**src/rtl/positive_input_pin_ctl_params.svh**
```systemverilog
`ifndef POSITIVE_INPUT_PIN_CTL_PARAMS_SVH
`define POSITIVE_INPUT_PIN_CTL_PARAMS_SVH

// ****************************************
// Register offsets
// ****************************************
`define POSITIVE_INPUT_PIN_OFS_SC 4'h0
`define POSITIVE_INPUT_PIN_OFS_IMASK 4'h1

// ****************************************
// Field positions
// ****************************************
`define POSITIVE_INPUT_PIN_BIT_ENABLE 7
`define POSITIVE_INPUT_PIN_BIT_REFSEL 6
`define POSITIVE_INPUT_PIN_BIT_FLAG 5
`define POSITIVE_INPUT_PIN_BIT_IRQEN 4
`define POSITIVE_INPUT_PIN_BIT_RESULT 3
`define POSITIVE_INPUT_PIN_BIT_PINEN 2
`define POSITIVE_INPUT_PIN_BIT_MODE_HI 1
`define POSITIVE_INPUT_PIN_BIT_MODE_LO 0

// ****************************************
// Reset values
// ****************************************
`define POSITIVE_INPUT_PIN_SC_RESET 8'h00
`define POSITIVE_INPUT_PIN_IMASK_RESET 8'h01

`endif

```
**src/rtl/positive_input_pin_ctl_pkg.sv**
```systemverilog
package positive_input_pin_ctl_pkg;
    typedef enum logic [1:0] {
        POSITIVE_INPUT_PIN_EDGE_FALL_A,
        POSITIVE_INPUT_PIN_EDGE_RISE,
        POSITIVE_INPUT_PIN_EDGE_FALL_B,
        POSITIVE_INPUT_PIN_EDGE_BOTH
    } positive_input_pin_edge_type;
endpackage

```
**src/rtl/positive_input_pin_ctl.sv**
```systemverilog
// What this block does
// Bit 7 enable turns comparator function on when one, off when zero.
// Bit 6 selects positive pin when zero, internal bandgap when one.
// Bit 5 flag sets on selected event, cleared only by writing one.
// With bit 4 set and mask register bit 0 set, interrupt requested while flag set; else never.
// Bit 3 reads live result; zero at reset and while disabled.
// Bit 2 plus enable drives result onto output pin; otherwise no control.
// Mode bits 1:0: 00 and 10 falling, 01 rising, 11 either edge.
// Logic keeps running in wait; interrupt can wake processor.
// In stop, comparing, pin drive, flag and wake all continue.
// Reset leaving stop returns every control and status bit to reset.
// Background debug mode never suspends detection or flag setting.
// Control and status sit in one 8-bit register; the interrupt mask bit sits in a second register.
// Software should disable comparator before wait if not a wake source.
// Result high when non-inverting input above inverting, low when below.
// Raw result passes two flip-flops before edge detection.
// Writing zero leaves flag; event coinciding with clear keeps it set.
`timescale 1ns/10ps
`default_nettype none
`include "positive_input_pin_ctl_params.svh"
module positive_input_pin_ctl
    import positive_input_pin_ctl_pkg::*;
(
    // Clock and reset
    input wire logic i_ref_clk,
    input wire logic i_sys_rst,
    // Register port
    input wire logic [3:0] i_addr,
    input wire logic [7:0] i_wdata,
    input wire logic i_wr,
    input wire logic i_rd,
    output logic [7:0] o_rdata,
    // Analog core
    input wire logic i_core_result,
    output logic o_core_enable,
    output logic o_reference_select,
    // Power modes
    input wire logic i_wait_mode,
    input wire logic i_stop_mode,
    input wire logic i_debug_mode,
    // Pin and interrupt
    output logic o_compare_out_pin,
    output logic o_compare_out_pin_oe_n,
    output logic o_irq
);
    // ****************************************
    // Registers
    // ****************************************
    logic compare_enable_q;
    logic reference_select_q;
    logic compare_event_flag_q;
    logic compare_irq_enable_q;
    logic output_pin_enable_q;
    positive_input_pin_edge_type event_edge_mode_q;
    logic irq_mask_q;
    logic [7:0] rdata_q;
    logic result_sync;
    logic result_prev_q;
    logic rise;
    logic fall;
    logic event_hit;
    logic wr_sc;
    logic wr_mask;
    logic [7:0] sc_view;
    logic compare_result_level;

    assign wr_sc = i_wr && (i_addr == `POSITIVE_INPUT_PIN_OFS_SC);
    assign wr_mask = i_wr && (i_addr == `POSITIVE_INPUT_PIN_OFS_IMASK);

    // ****************************************
    // Control fields
    // ****************************************
    always_ff @(posedge i_ref_clk or posedge i_sys_rst) begin
        if (i_sys_rst) begin
            compare_enable_q <= 1'b0;
            reference_select_q <= 1'b0;
            compare_irq_enable_q <= 1'b0;
            output_pin_enable_q <= 1'b0;
            event_edge_mode_q <= POSITIVE_INPUT_PIN_EDGE_FALL_A;
        end else if (wr_sc) begin
            compare_enable_q <= i_wdata[`POSITIVE_INPUT_PIN_BIT_ENABLE];
            reference_select_q <= i_wdata[`POSITIVE_INPUT_PIN_BIT_REFSEL];
            compare_irq_enable_q <= i_wdata[`POSITIVE_INPUT_PIN_BIT_IRQEN];
            output_pin_enable_q <= i_wdata[`POSITIVE_INPUT_PIN_BIT_PINEN];
            event_edge_mode_q <= positive_input_pin_edge_type'(i_wdata[`POSITIVE_INPUT_PIN_BIT_MODE_HI:`POSITIVE_INPUT_PIN_BIT_MODE_LO]);
        end
    end

    always_ff @(posedge i_ref_clk or posedge i_sys_rst) begin
        if (i_sys_rst) begin
            irq_mask_q <= 1'b1;
        end else if (wr_mask) begin
            irq_mask_q <= i_wdata[0];
        end
    end

    // ****************************************
    // Result sync and edge detect
    // ****************************************
    positive_input_pin_sync u_sync (
        .i_ref_clk(i_ref_clk),
        .i_sys_rst(i_sys_rst),
        .i_async(i_core_result),
        .o_sync(result_sync)
    );

    assign compare_result_level = compare_enable_q & result_sync;

    always_ff @(posedge i_ref_clk or posedge i_sys_rst) begin
        if (i_sys_rst) begin
            result_prev_q <= 1'b0;
        end else begin
            result_prev_q <= compare_result_level;
        end
    end

    assign rise = compare_result_level & ~result_prev_q;
    assign fall = ~compare_result_level & result_prev_q & compare_enable_q;

    always_comb begin
        case (event_edge_mode_q)
            POSITIVE_INPUT_PIN_EDGE_FALL_A: event_hit = fall;
            POSITIVE_INPUT_PIN_EDGE_RISE: event_hit = rise;
            POSITIVE_INPUT_PIN_EDGE_FALL_B: event_hit = fall;
            POSITIVE_INPUT_PIN_EDGE_BOTH: event_hit = rise | fall;
            default: event_hit = 1'b0;
        endcase
    end

    // ****************************************
    // Event flag
    // ****************************************
    always_ff @(posedge i_ref_clk or posedge i_sys_rst) begin
        if (i_sys_rst) begin
            compare_event_flag_q <= 1'b0;
        end else if (event_hit) begin
            compare_event_flag_q <= 1'b1;
        end else if (wr_sc && i_wdata[`POSITIVE_INPUT_PIN_BIT_FLAG]) begin
            compare_event_flag_q <= 1'b0;
        end
    end

    // ****************************************
    // Read path
    // ****************************************
    assign sc_view = {compare_enable_q, reference_select_q, compare_event_flag_q, compare_irq_enable_q,
                      compare_result_level, output_pin_enable_q, event_edge_mode_q};

    always_ff @(posedge i_ref_clk or posedge i_sys_rst) begin
        if (i_sys_rst) begin
            rdata_q <= 8'h00;
        end else if (i_rd) begin
            case (i_addr)
                `POSITIVE_INPUT_PIN_OFS_SC: rdata_q <= sc_view;
                `POSITIVE_INPUT_PIN_OFS_IMASK: rdata_q <= {7'h00, irq_mask_q};
                default: rdata_q <= 8'h00;
            endcase
        end else begin
            rdata_q <= 8'h00;
        end
    end

    // ****************************************
    // Outputs
    // ****************************************
    assign o_rdata = rdata_q;
    assign o_core_enable = compare_enable_q;
    assign o_reference_select = reference_select_q;
    assign o_compare_out_pin = compare_enable_q & output_pin_enable_q & result_sync;
    assign o_compare_out_pin_oe_n = ~(compare_enable_q & output_pin_enable_q);
    assign o_irq = compare_irq_enable_q & irq_mask_q & compare_event_flag_q;

    // ****************************************
    // Assertions
    // ****************************************
    property p_flag_sets_on_event;
        @(posedge i_ref_clk) disable iff (i_sys_rst) event_hit |=> compare_event_flag_q;
    endproperty
    a_flag_sets_on_event: assert property (p_flag_sets_on_event) else $error("flag not set on event");

    property p_flag_holds;
        @(posedge i_ref_clk) disable iff (i_sys_rst)
            compare_event_flag_q && !(wr_sc && i_wdata[`POSITIVE_INPUT_PIN_BIT_FLAG]) |=> compare_event_flag_q;
    endproperty
    a_flag_holds: assert property (p_flag_holds) else $error("flag dropped without clear");

    property p_flag_clears;
        @(posedge i_ref_clk) disable iff (i_sys_rst)
            wr_sc && i_wdata[`POSITIVE_INPUT_PIN_BIT_FLAG] && !event_hit |=> !compare_event_flag_q;
    endproperty
    a_flag_clears: assert property (p_flag_clears) else $error("flag not cleared");

    property p_irq_gate;
        @(posedge i_ref_clk) disable iff (i_sys_rst)
            o_irq == (compare_irq_enable_q && irq_mask_q && compare_event_flag_q);
    endproperty
    a_irq_gate: assert property (p_irq_gate) else $error("irq mismatch");

    property p_result_off;
        @(posedge i_ref_clk) disable iff (i_sys_rst) !compare_enable_q |-> !sc_view[`POSITIVE_INPUT_PIN_BIT_RESULT];
    endproperty
    a_result_off: assert property (p_result_off) else $error("result visible while off");

    property p_pin_released;
        @(posedge i_ref_clk) disable iff (i_sys_rst) !compare_enable_q |-> o_compare_out_pin_oe_n;
    endproperty
    a_pin_released: assert property (p_pin_released) else $error("pin driven while off");

    property p_sync_delay;
        @(posedge i_ref_clk) disable iff (i_sys_rst)
            compare_enable_q && $rose(i_core_result) ##1 compare_enable_q && i_core_result |=> result_sync;
    endproperty
    a_sync_delay: assert property (p_sync_delay) else $error("sync latency wrong");

    property p_rise_mode;
        @(posedge i_ref_clk) disable iff (i_sys_rst)
            event_edge_mode_q == POSITIVE_INPUT_PIN_EDGE_RISE && fall |-> !event_hit;
    endproperty
    a_rise_mode: assert property (p_rise_mode) else $error("falling edge hit in rise mode");

    property p_read_latency;
        @(posedge i_ref_clk) disable iff (i_sys_rst)
            i_rd && i_addr == `POSITIVE_INPUT_PIN_OFS_SC |=> o_rdata == $past(sc_view);
    endproperty
    a_read_latency: assert property (p_read_latency) else $error("read data wrong");

    property p_wait_runs;
        @(posedge i_ref_clk) disable iff (i_sys_rst)
            i_wait_mode && event_hit |=> compare_event_flag_q;
    endproperty
    a_wait_runs: assert property (p_wait_runs) else $error("detection stalled in wait");

    property p_wait_wake;
        @(posedge i_ref_clk) disable iff (i_sys_rst)
            i_wait_mode && compare_irq_enable_q && irq_mask_q && compare_event_flag_q |-> o_irq;
    endproperty
    a_wait_wake: assert property (p_wait_wake) else $error("no wake request in wait");

    property p_stop_pin;
        @(posedge i_ref_clk) disable iff (i_sys_rst)
            i_stop_mode && compare_enable_q && output_pin_enable_q |-> !o_compare_out_pin_oe_n && o_compare_out_pin == result_sync;
    endproperty
    a_stop_pin: assert property (p_stop_pin) else $error("pin not driven in stop");

    property p_debug_runs;
        @(posedge i_ref_clk) disable iff (i_sys_rst)
            i_debug_mode && event_hit |=> compare_event_flag_q;
    endproperty
    a_debug_runs: assert property (p_debug_runs) else $error("detection stalled in debug");

    property p_irq_off;
        @(posedge i_ref_clk) disable iff (i_sys_rst)
            !compare_irq_enable_q |-> !o_irq;
    endproperty
    a_irq_off: assert property (p_irq_off) else $error("irq raised while disabled");

    property p_enable_write;
        @(posedge i_ref_clk) disable iff (i_sys_rst)
            wr_sc |=> o_core_enable == $past(i_wdata[`POSITIVE_INPUT_PIN_BIT_ENABLE]);
    endproperty
    a_enable_write: assert property (p_enable_write) else $error("enable not written");

    property p_refsel_write;
        @(posedge i_ref_clk) disable iff (i_sys_rst)
            wr_sc |=> o_reference_select == $past(i_wdata[`POSITIVE_INPUT_PIN_BIT_REFSEL]);
    endproperty
    a_refsel_write: assert property (p_refsel_write) else $error("reference select not written");

    property p_mode_write;
        @(posedge i_ref_clk) disable iff (i_sys_rst)
            wr_sc |=> event_edge_mode_q == $past(i_wdata[`POSITIVE_INPUT_PIN_BIT_MODE_HI:`POSITIVE_INPUT_PIN_BIT_MODE_LO]);
    endproperty
    a_mode_write: assert property (p_mode_write) else $error("edge mode not written");

    property p_both_mode;
        @(posedge i_ref_clk) disable iff (i_sys_rst)
            event_edge_mode_q == POSITIVE_INPUT_PIN_EDGE_BOTH && (rise || fall) |-> event_hit;
    endproperty
    a_both_mode: assert property (p_both_mode) else $error("edge missed in either mode");

    property p_rise_single;
        @(posedge i_ref_clk) disable iff (i_sys_rst)
            rise |=> !rise;
    endproperty
    a_rise_single: assert property (p_rise_single) else $error("rising edge seen twice");

    property p_fall_single;
        @(posedge i_ref_clk) disable iff (i_sys_rst)
            fall |=> !fall;
    endproperty
    a_fall_single: assert property (p_fall_single) else $error("falling edge seen twice");

    property p_pin_off;
        @(posedge i_ref_clk) disable iff (i_sys_rst)
            !output_pin_enable_q |-> o_compare_out_pin_oe_n && !o_compare_out_pin;
    endproperty
    a_pin_off: assert property (p_pin_off) else $error("pin driven while pin enable clear");

    property p_rdata_idle;
        @(posedge i_ref_clk) disable iff (i_sys_rst)
            !i_rd |=> o_rdata == 8'h00;
    endproperty
    a_rdata_idle: assert property (p_rdata_idle) else $error("read data outside read cycle");
endmodule
`default_nettype wire

```
**src/rtl/positive_input_pin_sync.sv**
```systemverilog
`timescale 1ns/10ps
`default_nettype none
module positive_input_pin_sync (
    // Clock and reset
    input wire logic i_ref_clk,
    input wire logic i_sys_rst,
    // Async level in, synced level out
    input wire logic i_async,
    output logic o_sync
);
    logic meta_q;
    logic sync_q;

    always_ff @(posedge i_ref_clk or posedge i_sys_rst) begin
        if (i_sys_rst) begin
            meta_q <= 1'b0;
            sync_q <= 1'b0;
        end else begin
            meta_q <= i_async;
            sync_q <= meta_q;
        end
    end

    assign o_sync = sync_q;
endmodule
`default_nettype wire

```
**config.mk**
```make
export PLATFORM = sky130hd
export DESIGN_NAME = positive_input_pin_ctl
export DESIGN_NICKNAME = d
export VERILOG_FILES = /design/src/rtl/positive_input_pin_ctl_pkg.sv /design/src/rtl/positive_input_pin_ctl.sv /design/src/rtl/positive_input_pin_sync.sv
export VERILOG_INCLUDE_DIRS = /design/src /design/src/rtl
export SDC_FILE = /design/constraint.sdc
export NUM_CORES = 1
export LEC_CHECK = 0
export BUFFER_PORTS_ARGS = -buffer_cell sky130_fd_sc_hd__buf_2
export CAP_MARGIN = 30
export CORE_ASPECT_RATIO = 0.75
export CORE_MARGIN = 4
export CORE_UTILIZATION = 31
export DETAILED_ROUTE_END_ITERATION = 7
export GPL_TIMING_DRIVEN = 0
export PLACE_DENSITY = 0.68
export SLEW_MARGIN = 20
export SYNTH_ARGS = -nofsm -noshare
export SYNTH_HDL_FRONTEND = slang
export SYNTH_SLANG_ARGS = --single-unit
```
**constraint.sdc**
```tcl
create_clock -name i_ref_clk -period 2.15 [get_ports i_ref_clk]
set_clock_uncertainty 0.15 [all_clocks]
set_input_delay 0.1075 -clock i_ref_clk [delete_from_list [all_inputs] [get_ports i_ref_clk]]
set_output_delay 0.1075 -clock i_ref_clk [all_outputs]
set_load 0.05 [all_outputs]
```
==> run_results.csv, run 1 <==
group,metric,value,unit
run_status,outcome,"finished clean",
clock_tree,clockRootBuffer,"clkbuf_4",
detailed_routing,viasPerCell,4.30,
placed_design,dp.cells,110,
synthesis,syn_area,731,sq um
finish,syn2layout_area_growth,42.0,%
clock_tree,tritoncts.num_buffers,3,
placed_design,gp_congestion,0.717,
detailed_routing,wl_per_cell,12.6,um
run,cap_violations,0,
detailed_routing,drtIter0Drc,6,
clock_tree,clock-sinks,19,
power_and_ir_drop,powerDensity,787,nW/um^2
global_route,gr-usage-all-layers,0.110,
synthesis,synth_nets,70,
worst_setup_path,cp_max_fo,3,
floorplan,die_area,3210,sq um
finish,nNetsFinal,113,
finish,multi_input_area,250,sq um
timing,post-route-min-period,1490,ps
timing,setup_violations,0,
worst_setup_path,critical_path_class,"reg -> out",
finish,fin_cells,124,
power_and_ir_drop,p_sw,258,uW
clock_tree,clockBufferDepth,2,
power_and_ir_drop,vdd_drop_max,0.537,mV
global_route,grt_overflow,0,
floorplan,die_y,50.0,um
synthesis,yosysWarnings,0,
clock_tree,clk_latency,290,ps
finish,seqCellArea,477,sq um
synthesis,synth-seq-area-share,0.652,
timing,fin_setup_tns,0,ps
power_and_ir_drop,combPwrFrac,0.244,
worst_setup_path,crit_path_start_kind,"flip-flop",
synthesis,synth.distinct_cells,16,
detailed_routing,drc,0,
synthesis,avgSynthCellArea,14.6,sq um
clock_tree,cts_hold_buf,10,
worst_setup_path,critPathRequiredTime,1890,ps
global_route,grt_pass1_wl,2.74,mm
detailed_routing,wirelength,1.56,mm
worst_setup_path,reg2reg_slack,1010,ps
timing,slew_violations,0,
timing,hold_violations,0,
global_route,grt_start_max_net_pins,20,
power_and_ir_drop,p_int,558,uW
power_and_ir_drop,p_clk_frac,0.211,
global_route,first_global_vias,568,
timing,rsz0062_at_grt,"false",
clock_tree,cts_tree,"yes",
power_and_ir_drop,leakage,0.000553,uW
synthesis,ys_ff_latch,19,
clock_tree,cts_resized,0,
worst_setup_path,cp-end-kind,"primary output",
floorplan,die_x,64.1,um
floorplan,fp-row-count,14,
floorplan,start_util,0.345,
power_and_ir_drop,p_seq_frac,0.545,
power_and_ir_drop,p_sw_frac,0.316,
timing,min_period_over_period,0.693,
global_route,grt_antenna_before_repair,0,
clock_tree,post_cts_buffers,0,
timing,relSlewSlack,0.532,
placed_design,port-buffer-count,28,
detailed_routing,ant_nets,0,
detailed_routing,drt-pass1-iter-count,4,
timing,fmax,671,MHz
floorplan,core_area,2120,sq um
detailed_routing,vias,533,
clock_tree,clk_pin_slew,100,ps
finish,drive_gt1_frac,0.533,
finish,fill_cells,203,
clock_tree,cts_max_level,1,
timing,worst_pin_slew,701,ps
worst_hold_path,worstHoldPathType,"in -> reg",
finish,diodes,0,
floorplan,pin_count,33,
worst_setup_path,critical_path_arrival,1230,ps
synthesis,syn_inst,50,
[worst paths after layout]
| check | startpoint | end | cells after the start |
|---|---|---|---|
| min | i_wr | compare_event_flag_q | 3 |
| min reg2reg | u_sync.meta_q | u_sync.o_sync | 0 |
| max | irq_mask_q | o_irq | 2 |
| max reg2reg | event_edge_mode_q[0] | compare_event_flag_q | 3 |
| max in group asynchronous | i_sys_rst | o_rdata[0] | 3 |
| min in group asynchronous | i_sys_rst | o_reference_select | 3 |
[Yosys cell counts]
| cell type | number | share of area |
|---|---|---|
| nand2b_1 | 1 | 0.0086 |
| nand2_4 | 1 | 0.015 |
| nor3_1 | 1 | 0.0068 |
| and3_2 | 7 | 0.072 |
| o22ai_1 | 1 | 0.0086 |
| and3_1 | 3 | 0.026 |
| nor2b_1 | 1 | 0.0086 |
| a22o_1 | 1 | 0.012 |
| nand3_1 | 2 | 0.014 |
| inv_1 | 1 | 0.0051 |
| mux2_2 | 8 | 0.12 |
| dfstp_2 | 1 | 0.036 |
| nand2_1 | 2 | 0.010 |
| and2_1 | 1 | 0.0086 |
| nor4_4 | 1 | 0.029 |
| dfrtp_1 | 18 | 0.62 |
[power groups by stage]
stage / sequential (uW) / clock [uW] / combinational, uW
2_1_floorplan: 477 / 0 / 97.5
3_3_place_gp: 448 / 0 / 182
3_5_place_dp: 452 / 0 / 186
4_1_cts: 445 / 179 / 201
5_1_grt: 452 / 199 / 215
6_report: 445 / 173 / 199
[layer usage]
metal | GRT usage | up-vias | wire [um]
li1 | - | 263 | -
met3 | 0.0500 | 0 | 117
met4 | 0.0108 | 0 | 0
met1 | 0.137 | 250 | 699
met5 | 0 | - | 0
met2 | 0.180 | 20 | 740
[critical path, stage by stage, from the launching register on]
cell     delay (ps)
dfstp_2         540
and3_1          140
buf_2           260
[sequential cells by signal, indices dropped and copies added, names as in the netlist]
register              flops
event_edge_mode_q         2
compare_irq_enable_q      1
o_core_enable             1
irq_mask_q                1
o_reference_select        1
compare_event_flag_q      1
o_rdata                   8
u_sync.o_sync             1
u_sync.meta_q             1
result_prev_q             1
output_pin_enable_q       1
[cells in the final DEF, fill, tap and decap left out, types with 2 or more instances in the layout]
cell	Yosys	routed
clkbuf_4	0	3
and3_2	7	7
mux2_2	8	8
buf_2	0	28
nand2_1	2	2
dfrtp_1	18	18
nand3_1	2	2
and3_1	3	3
dlygate4sd3_1	0	10
[cell type report]
class,instances,area share
sequential,19,0.460
timing repair buffer,38,0.232
multi-input combinational,30,0.241
inverter,1,0.00362
tap,32,0.0386
clock buffer,4,0.0253
[cell families after synthesis]
| kind of cell | count (synthesis) | share of synthesized area |
|---|---|---|
| multiplexers | 8 | 0.123 |
| AND/OR/NAND/NOR | 20 | 0.199 |
| AO/OA/AOI/OAI | 2 | 0.0206 |
| buffers and inverters | 1 | 0.00513 |
| flip-flops | 19 | 0.652 |
[per-stage QoR]
stage / hold slack [ps] / util / total power (uW) / worst slack [ps] / instance area (sq um)
finish: 24.3 / 0.489 / 816 / 660 / 1040
global route: 18.1 / 0.489 / 866 / 593 / 1040
CTS: 12.7 / 0.489 / 825 / 649 / 1040
detailed placement: 67.6 / 0.430 / 638 / 696 / 911
global placement: 66.2 / 0.430 / 630 / 728 / 911
floorplan: -92.1 / - / 575 / 680 / 731
(Power assumes the default switching activity.)
==> inputs of run 2 (changes only) <==
--- a/config.mk
+++ b/config.mk
@@ -13,7 +13,7 @@
 export CORE_UTILIZATION = 31
 export DETAILED_ROUTE_END_ITERATION = 7
 export GPL_TIMING_DRIVEN = 0
-export PLACE_DENSITY = 0.68
+export PLACE_DENSITY = 0.7
 export SLEW_MARGIN = 20
 export SYNTH_ARGS = -nofsm -noshare
 export SYNTH_HDL_FRONTEND = slang
==> constraint.sdc (replaced) <==
create_clock -name i_ref_clk -period 1.25 [get_ports i_ref_clk]
set_clock_uncertainty 0.15 [all_clocks]
set_input_delay 0.0625 -clock i_ref_clk [delete_from_list [all_inputs] [get_ports i_ref_clk]]
set_output_delay 0.0625 -clock i_ref_clk [all_outputs]
set_load 0.05 [all_outputs]
==> run_results.csv, run 2 (synthesized netlist as in run 1, its figures left out) <==
group,metric,value,unit
clock_tree,clockBufferDepth,2,
finish,diodes,0,
floorplan,fp-row-count,14,
floorplan,die_x,64.1,um
global_route,first_global_vias,581,
worst_setup_path,critPathCapture,"o_irq",
clock_tree,cts_max_level,1,
detailed_routing,wirelength,1.61,mm
worst_setup_path,startpoint,"irq_mask_q",
power_and_ir_drop,p_int,1060,uW
worst_setup_path,critical_path_arrival,1150,ps
placed_design,port-buffer-count,28,
detailed_routing,top_layer,"met4",
floorplan,die_area,3210,sq um
timing,fmax,733,MHz
clock_tree,clock-sinks,19,
worst_hold_path,worstHoldPathType,"in -> reg",
detailed_routing,ant_nets,0,
finish,largest_register_ffs,8,
floorplan,start_util,0.345,
detailed_routing,viasPerCell,4.31,
worst_setup_path,timing.reg2reg.worst_path_depth,3,
global_route,grt_overflow,0,
timing,hold_violations,0,
clock_tree,clk_latency,280,ps
floorplan,core_area,2120,sq um
global_route,grt_antenna_before_repair,0,
power_and_ir_drop,finalPower,1510,uW
run_status,outcome,"complete, but fails checks",
finish,multi_input_area,260,sq um
power_and_ir_drop,leakage,0.000593,uW
timing,worst_pin_slew,690,ps
timing,min_period_over_period,1.09,
detailed_routing,wl_met2,788,um
finish,final_cell_area,1150,sq um
clock_tree,tritoncts.num_buffers,3,
clock_tree,clockRootBuffer,"clkbuf_4",
worst_setup_path,critical_path_class,"reg -> out",
placed_design,gp_congestion,0.682,
timing,post-route-min-period,1360,ps
global_route,gr-usage-all-layers,0.116,
detailed_routing,drc,0,
power_and_ir_drop,combPwrFrac,0.306,
clock_tree,cts_hold_buf,13,
finish,fill_cells,184,
floorplan,pin_count,33,
detailed_routing,drtIter0Drc,9,
finish,final_common_cell,"buf_2",
finish,fin_util,0.542,
worst_setup_path,timing.rr.end,"o_rdata[3]",
detailed_routing,drt-met1-wl,662,um
timing,whs,1.48,ps
clock_tree,cts_tree,"yes",
worst_setup_path,critPathRequiredTime,1040,ps
timing,setup_ws,-114,ps
worst_setup_path,crit_path_start_kind,"flip-flop",
placed_design,placed_cell_area,913,sq um
power_and_ir_drop,p_sw,454,uW
worst_setup_path,cp_max_fo,3,
worst_setup_path,path_cells,"and3_4 > buf_8",
power_and_ir_drop,powerDensity,1320,nW/um^2
global_route,grt_pass1_wl,2.72,mm
worst_setup_path,crit_path_max_incr_delay,550,ps
finish,seqCellArea,478,sq um
timing,slew_violations,0,
finish,nNetsFinal,120,
clock_tree,clk_pin_slew,90,ps
finish,final_cell_mix,"buf_2, dfrtp_1, dlygate4sd3_1",
worst_setup_path,reg2reg_from,"o_core_enable",
timing,setup_violations,3,
run,cap_violations,0,
placed_design,dpl_worst_slack,-167,ps
power_and_ir_drop,vdd_drop_max,0.602,mV
detailed_routing,drt-pass1-iter-count,4,
finish,drive_gt1_frac,0.566,
floorplan,die_y,50.0,um
detailed_routing,route.met3.wl,110,um
run_status,violations,"setup timing",
detailed_routing,vias,564,
worst_setup_path,cp-end-kind,"primary output",
detailed_routing,wl_per_cell,12.3,um
finish,syn2layout_area_growth,57.2,%
timing,rsz0062_at_grt,"true",
worst_setup_path,reg2reg_slack,50,ps
worst_setup_path,cp_slowest_cell,"dfstp_2",
power_and_ir_drop,p_clk_frac,0.190,
timing,relSlewSlack,0.540,
power_and_ir_drop,p_seq_frac,0.504,
power_and_ir_drop,p_sw_frac,0.300,
global_route,grt_start_max_net_pins,20,
## run 2: cell types whose count changed in the layout (fill, tap and decap cells not counted), moves of 2 or more
cell | previous run | this run
buf_6 | 0 | 2
buf_8 | 0 | 3
dlygate4sd3_1 | 10 | 13
buf_2 | 28 | 24
buf_4 | 0 | 3
and3_4 | 0 | 2
and3_1 | 3 | 1
## run 2: per-layer routing
metal / vias to the layer above / GRT usage
met5: - / 0
met4: 0 / 0.0789
met3: 4 / 0.0455
met2: 23 / 0.189
met1: 259 / 0.123
li1: 278 / -
## run 2: worst min-delay path by stage
stage / cells after the start / endpoint / from / slack (ps)
5_1_grt: 3 / o_rdata[0] / i_addr[1] / -2
3_5_place_dp: 1 / u_sync.meta_q / i_core_result / 30
6_report: 3 / o_rdata[0] / i_addr[3] / 1
3_3_place_gp: 1 / u_sync.meta_q / i_core_result / 30
4_1_cts: 3 / o_rdata[0] / i_addr[3] / -20
2_1_floorplan: 1 / compare_event_flag_q / i_sys_rst / -140
## run 2: layout make-up
cell class / instances / area share
clock buffers: 4 / 0.0229
inverters: 1 / 0.00327
multi-input cells: 30 / 0.227
flip-flops and latches: 19 / 0.416
well taps: 32 / 0.0349
repair buffers: 45 / 0.296
## run 2: metrics by stage
stage / setup TNS, ps / instances
5_1_grt: -237 / 131
3_5_place_dp: -1000 / 110
4_1_cts: -151 / 130
3_3_place_gp: -862 / 110
6_report: -124 / 131
2_1_floorplan: 0 / 50
## run 2: timing repair
action | in CTS | in global routing
endpoints found under the hold margin | 35 | 1
gates resized for setup | 11 | 3
setup buffers | 3 | 1
endpoints found under the setup margin | 3 | 4
## run 2: power groups by stage
stage / Clock (uW) / Sequential, uW / Combinational (uW)
5_1_grt: 337 / 774 / 494
4_1_cts: 306 / 761 / 438
6_report: 287 / 763 / 463
3_5_place_dp: 0 / 778 / 321
2_1_floorplan: 0 / 823 / 168
3_3_place_gp: 0 / 773 / 315
## run 2: critical path: cells and delay by family, from the launching register on
| family | cells | cell delay (ps) |
|---|---|---|
| buffers and inverters | 1 | 140 |
| and+or+nand+nor | 1 | 180 |
| DFF | 1 | 550 |
==> inputs of run 3 (changes only) <==
==> constraint.sdc (replaced) <==
create_clock -name i_ref_clk -period 1.25 [get_ports i_ref_clk]
set_clock_uncertainty 0.15 [all_clocks]
set_input_delay 0.25 -clock i_ref_clk [delete_from_list [all_inputs] [get_ports i_ref_clk]]
set_output_delay 0.25 -clock i_ref_clk [all_outputs]
set_load 0.05 [all_outputs]
==> run_results.csv, run 3 (synthesized netlist as in run 1, its figures left out) <==
group,metric,value,unit
timing,hold_violations,18,
worst_setup_path,timing.reg2reg.worst_path_depth,3,
worst_hold_path,worstHoldPathType,"in -> async",
detailed_routing,drc,0,
timing,setup_violations,5,
clock_tree,clk_pin_slew,110,ps
power_and_ir_drop,powerDensity,1380,nW/um^2
finish,final_common_cell,"dfrtp_1",
power_and_ir_drop,leakage,0.000561,uW
worst_setup_path,reg2reg_from,"o_core_enable",
finish,drive_gt1_frac,0.682,
placed_design,port-buffer-count,28,
detailed_routing,drtIter0Drc,8,
finish,syn2layout_area_growth,51.9,%
detailed_routing,wirelength,1.41,mm
detailed_routing,wl_per_cell,11.8,um
timing,min_period_over_period,1.25,
floorplan,start_util,0.345,
global_route,grt_antenna_before_repair,0,
worst_setup_path,critical_path_arrival,1160,ps
run_status,outcome,"complete, but fails checks",
power_and_ir_drop,vdd_drop_max,0.398,mV
worst_setup_path,critical_path_class,"reg -> out",
worst_setup_path,cp_max_fo,3,
finish,nNetsFinal,109,
finish,largest_register_ffs,8,
worst_setup_path,critPathRequiredTime,850,ps
power_and_ir_drop,combPwrFrac,0.302,
clock_tree,clock-sinks,19,
clock_tree,tritoncts.num_buffers,3,
timing,worst_pin_slew,680,ps
floorplan,core_area,2120,sq um
floorplan,die_y,50.0,um
timing,rsz0062_at_grt,"true",
global_route,grt_start_max_net_pins,20,
finish,fill_cells,201,
floorplan,fp-row-count,14,
finish,final_cell_mix,"dfrtp_1, buf_2, buf_6",
run_status,violations,"hold timing, setup timing",
clock_tree,cts_max_level,1,
timing,whs,-114,ps
clock_tree,cts_hold_buf,1,
power_and_ir_drop,p_sw,474,uW
clock_tree,clockRootBuffer,"clkbuf_4",
floorplan,die_area,3210,sq um
detailed_routing,ant_nets,0,
floorplan,die_x,64.1,um
global_route,first_global_vias,542,
finish,final_cell_area,1110,sq um
global_route,grt_overflow,0,
power_and_ir_drop,p_sw_frac,0.310,
timing,relSlewSlack,0.546,
timing,setup_ws,-308,ps
clock_tree,cts_tree,"yes",
power_and_ir_drop,p_clk_frac,0.196,
detailed_routing,drt-pass1-iter-count,2,
placed_design,hpwl,1.08,mm
detailed_routing,vias,514,
clock_tree,clockBufferDepth,2,
timing,slew_violations,0,
worst_setup_path,timing.rr.end,"o_rdata[3]",
detailed_routing,viasPerCell,4.28,
placed_design,placed_cell_area,915,sq um
worst_setup_path,crit_path_start_kind,"flip-flop",
finish,diodes,0,
timing,post-route-min-period,1560,ps
worst_setup_path,reg2reg_slack,130,ps
global_route,grt_pass1_wl,2.39,mm
placed_design,gp_congestion,0.659,
timing,fmax,642,MHz
global_route,gr-usage-all-layers,0.101,
run,cap_violations,0,
power_and_ir_drop,p_seq_frac,0.502,
floorplan,pin_count,33,
clock_tree,clk_latency,300,ps
power_and_ir_drop,p_int,1060,uW
worst_setup_path,cp-end-kind,"primary output",
## run 3: repair_timing
action                     CTS  global route
gates resized for setup     32             5
buffers inserted             3             3
pin swaps                    2             1
hold endpoints to repair    19            18
cloned                       0             0
setup endpoints to repair   19            14
## run 3: power groups by stage
stage / Clock (uW) / Combinational [uW] / Sequential (uW)
CTS: 313 / 419 / 771
global route: 339 / 494 / 780
finish: 300 / 462 / 767
floorplan: 0 / 170 / 823
global placement: 0 / 316 / 772
detailed placement: 0 / 322 / 775
## run 3: how the worst max path moves through the flow
stage          startpoint              endpoint  slack (ps)
2_1_floorplan   i_addr[1]         o_core_enable         -80
3_3_place_gp    i_addr[1]  event_edge_mode_q[0]        -320
3_5_place_dp    i_addr[1]  event_edge_mode_q[0]        -350
4_1_cts        irq_mask_q                 o_irq        -320
5_1_grt        irq_mask_q                 o_irq        -360
6_report       irq_mask_q                 o_irq        -310
## run 3: metrics by stage
| step | power [uW] | utilization | setup slack [ps] | setup TNS, ps | cells |
|---|---|---|---|---|---|
| after floorplan | 993 | - | -81.0 | -612 | 50 |
| after global placement | 1090 | 0.432 | -323 | -2720 | 110 |
| after detailed placement | 1100 | 0.432 | -351 | -3020 | 110 |
| after CTS | 1500 | 0.508 | -325 | -835 | 118 |
| after global routing | 1610 | 0.524 | -361 | -1250 | 120 |
| final | 1530 | 0.524 | -308 | -798 | 120 |
## run 3: layout make-up
class	count	area, sq um	area share
inverters	1	3.75	0.00338
clock inverters	1	5.00	0.00451
well taps	32	40.0	0.0361
flip-flops and latches	19	478	0.431
multi-input cells	30	269	0.242
repair buffers	34	292	0.263
clock buffers	3	22.5	0.0203
## run 3: critical path, cell delays in order (launching register included)
cell and delay (ps):
dfstp_2 550, and3_4 180, buf_8 140
## run 3: per-layer routing
metal  part of all wire  global-route usage
met1               0.42               0.100
met2               0.50               0.178
met3              0.071              0.0432
met4              0.017              0.0538
met5                  0                   0
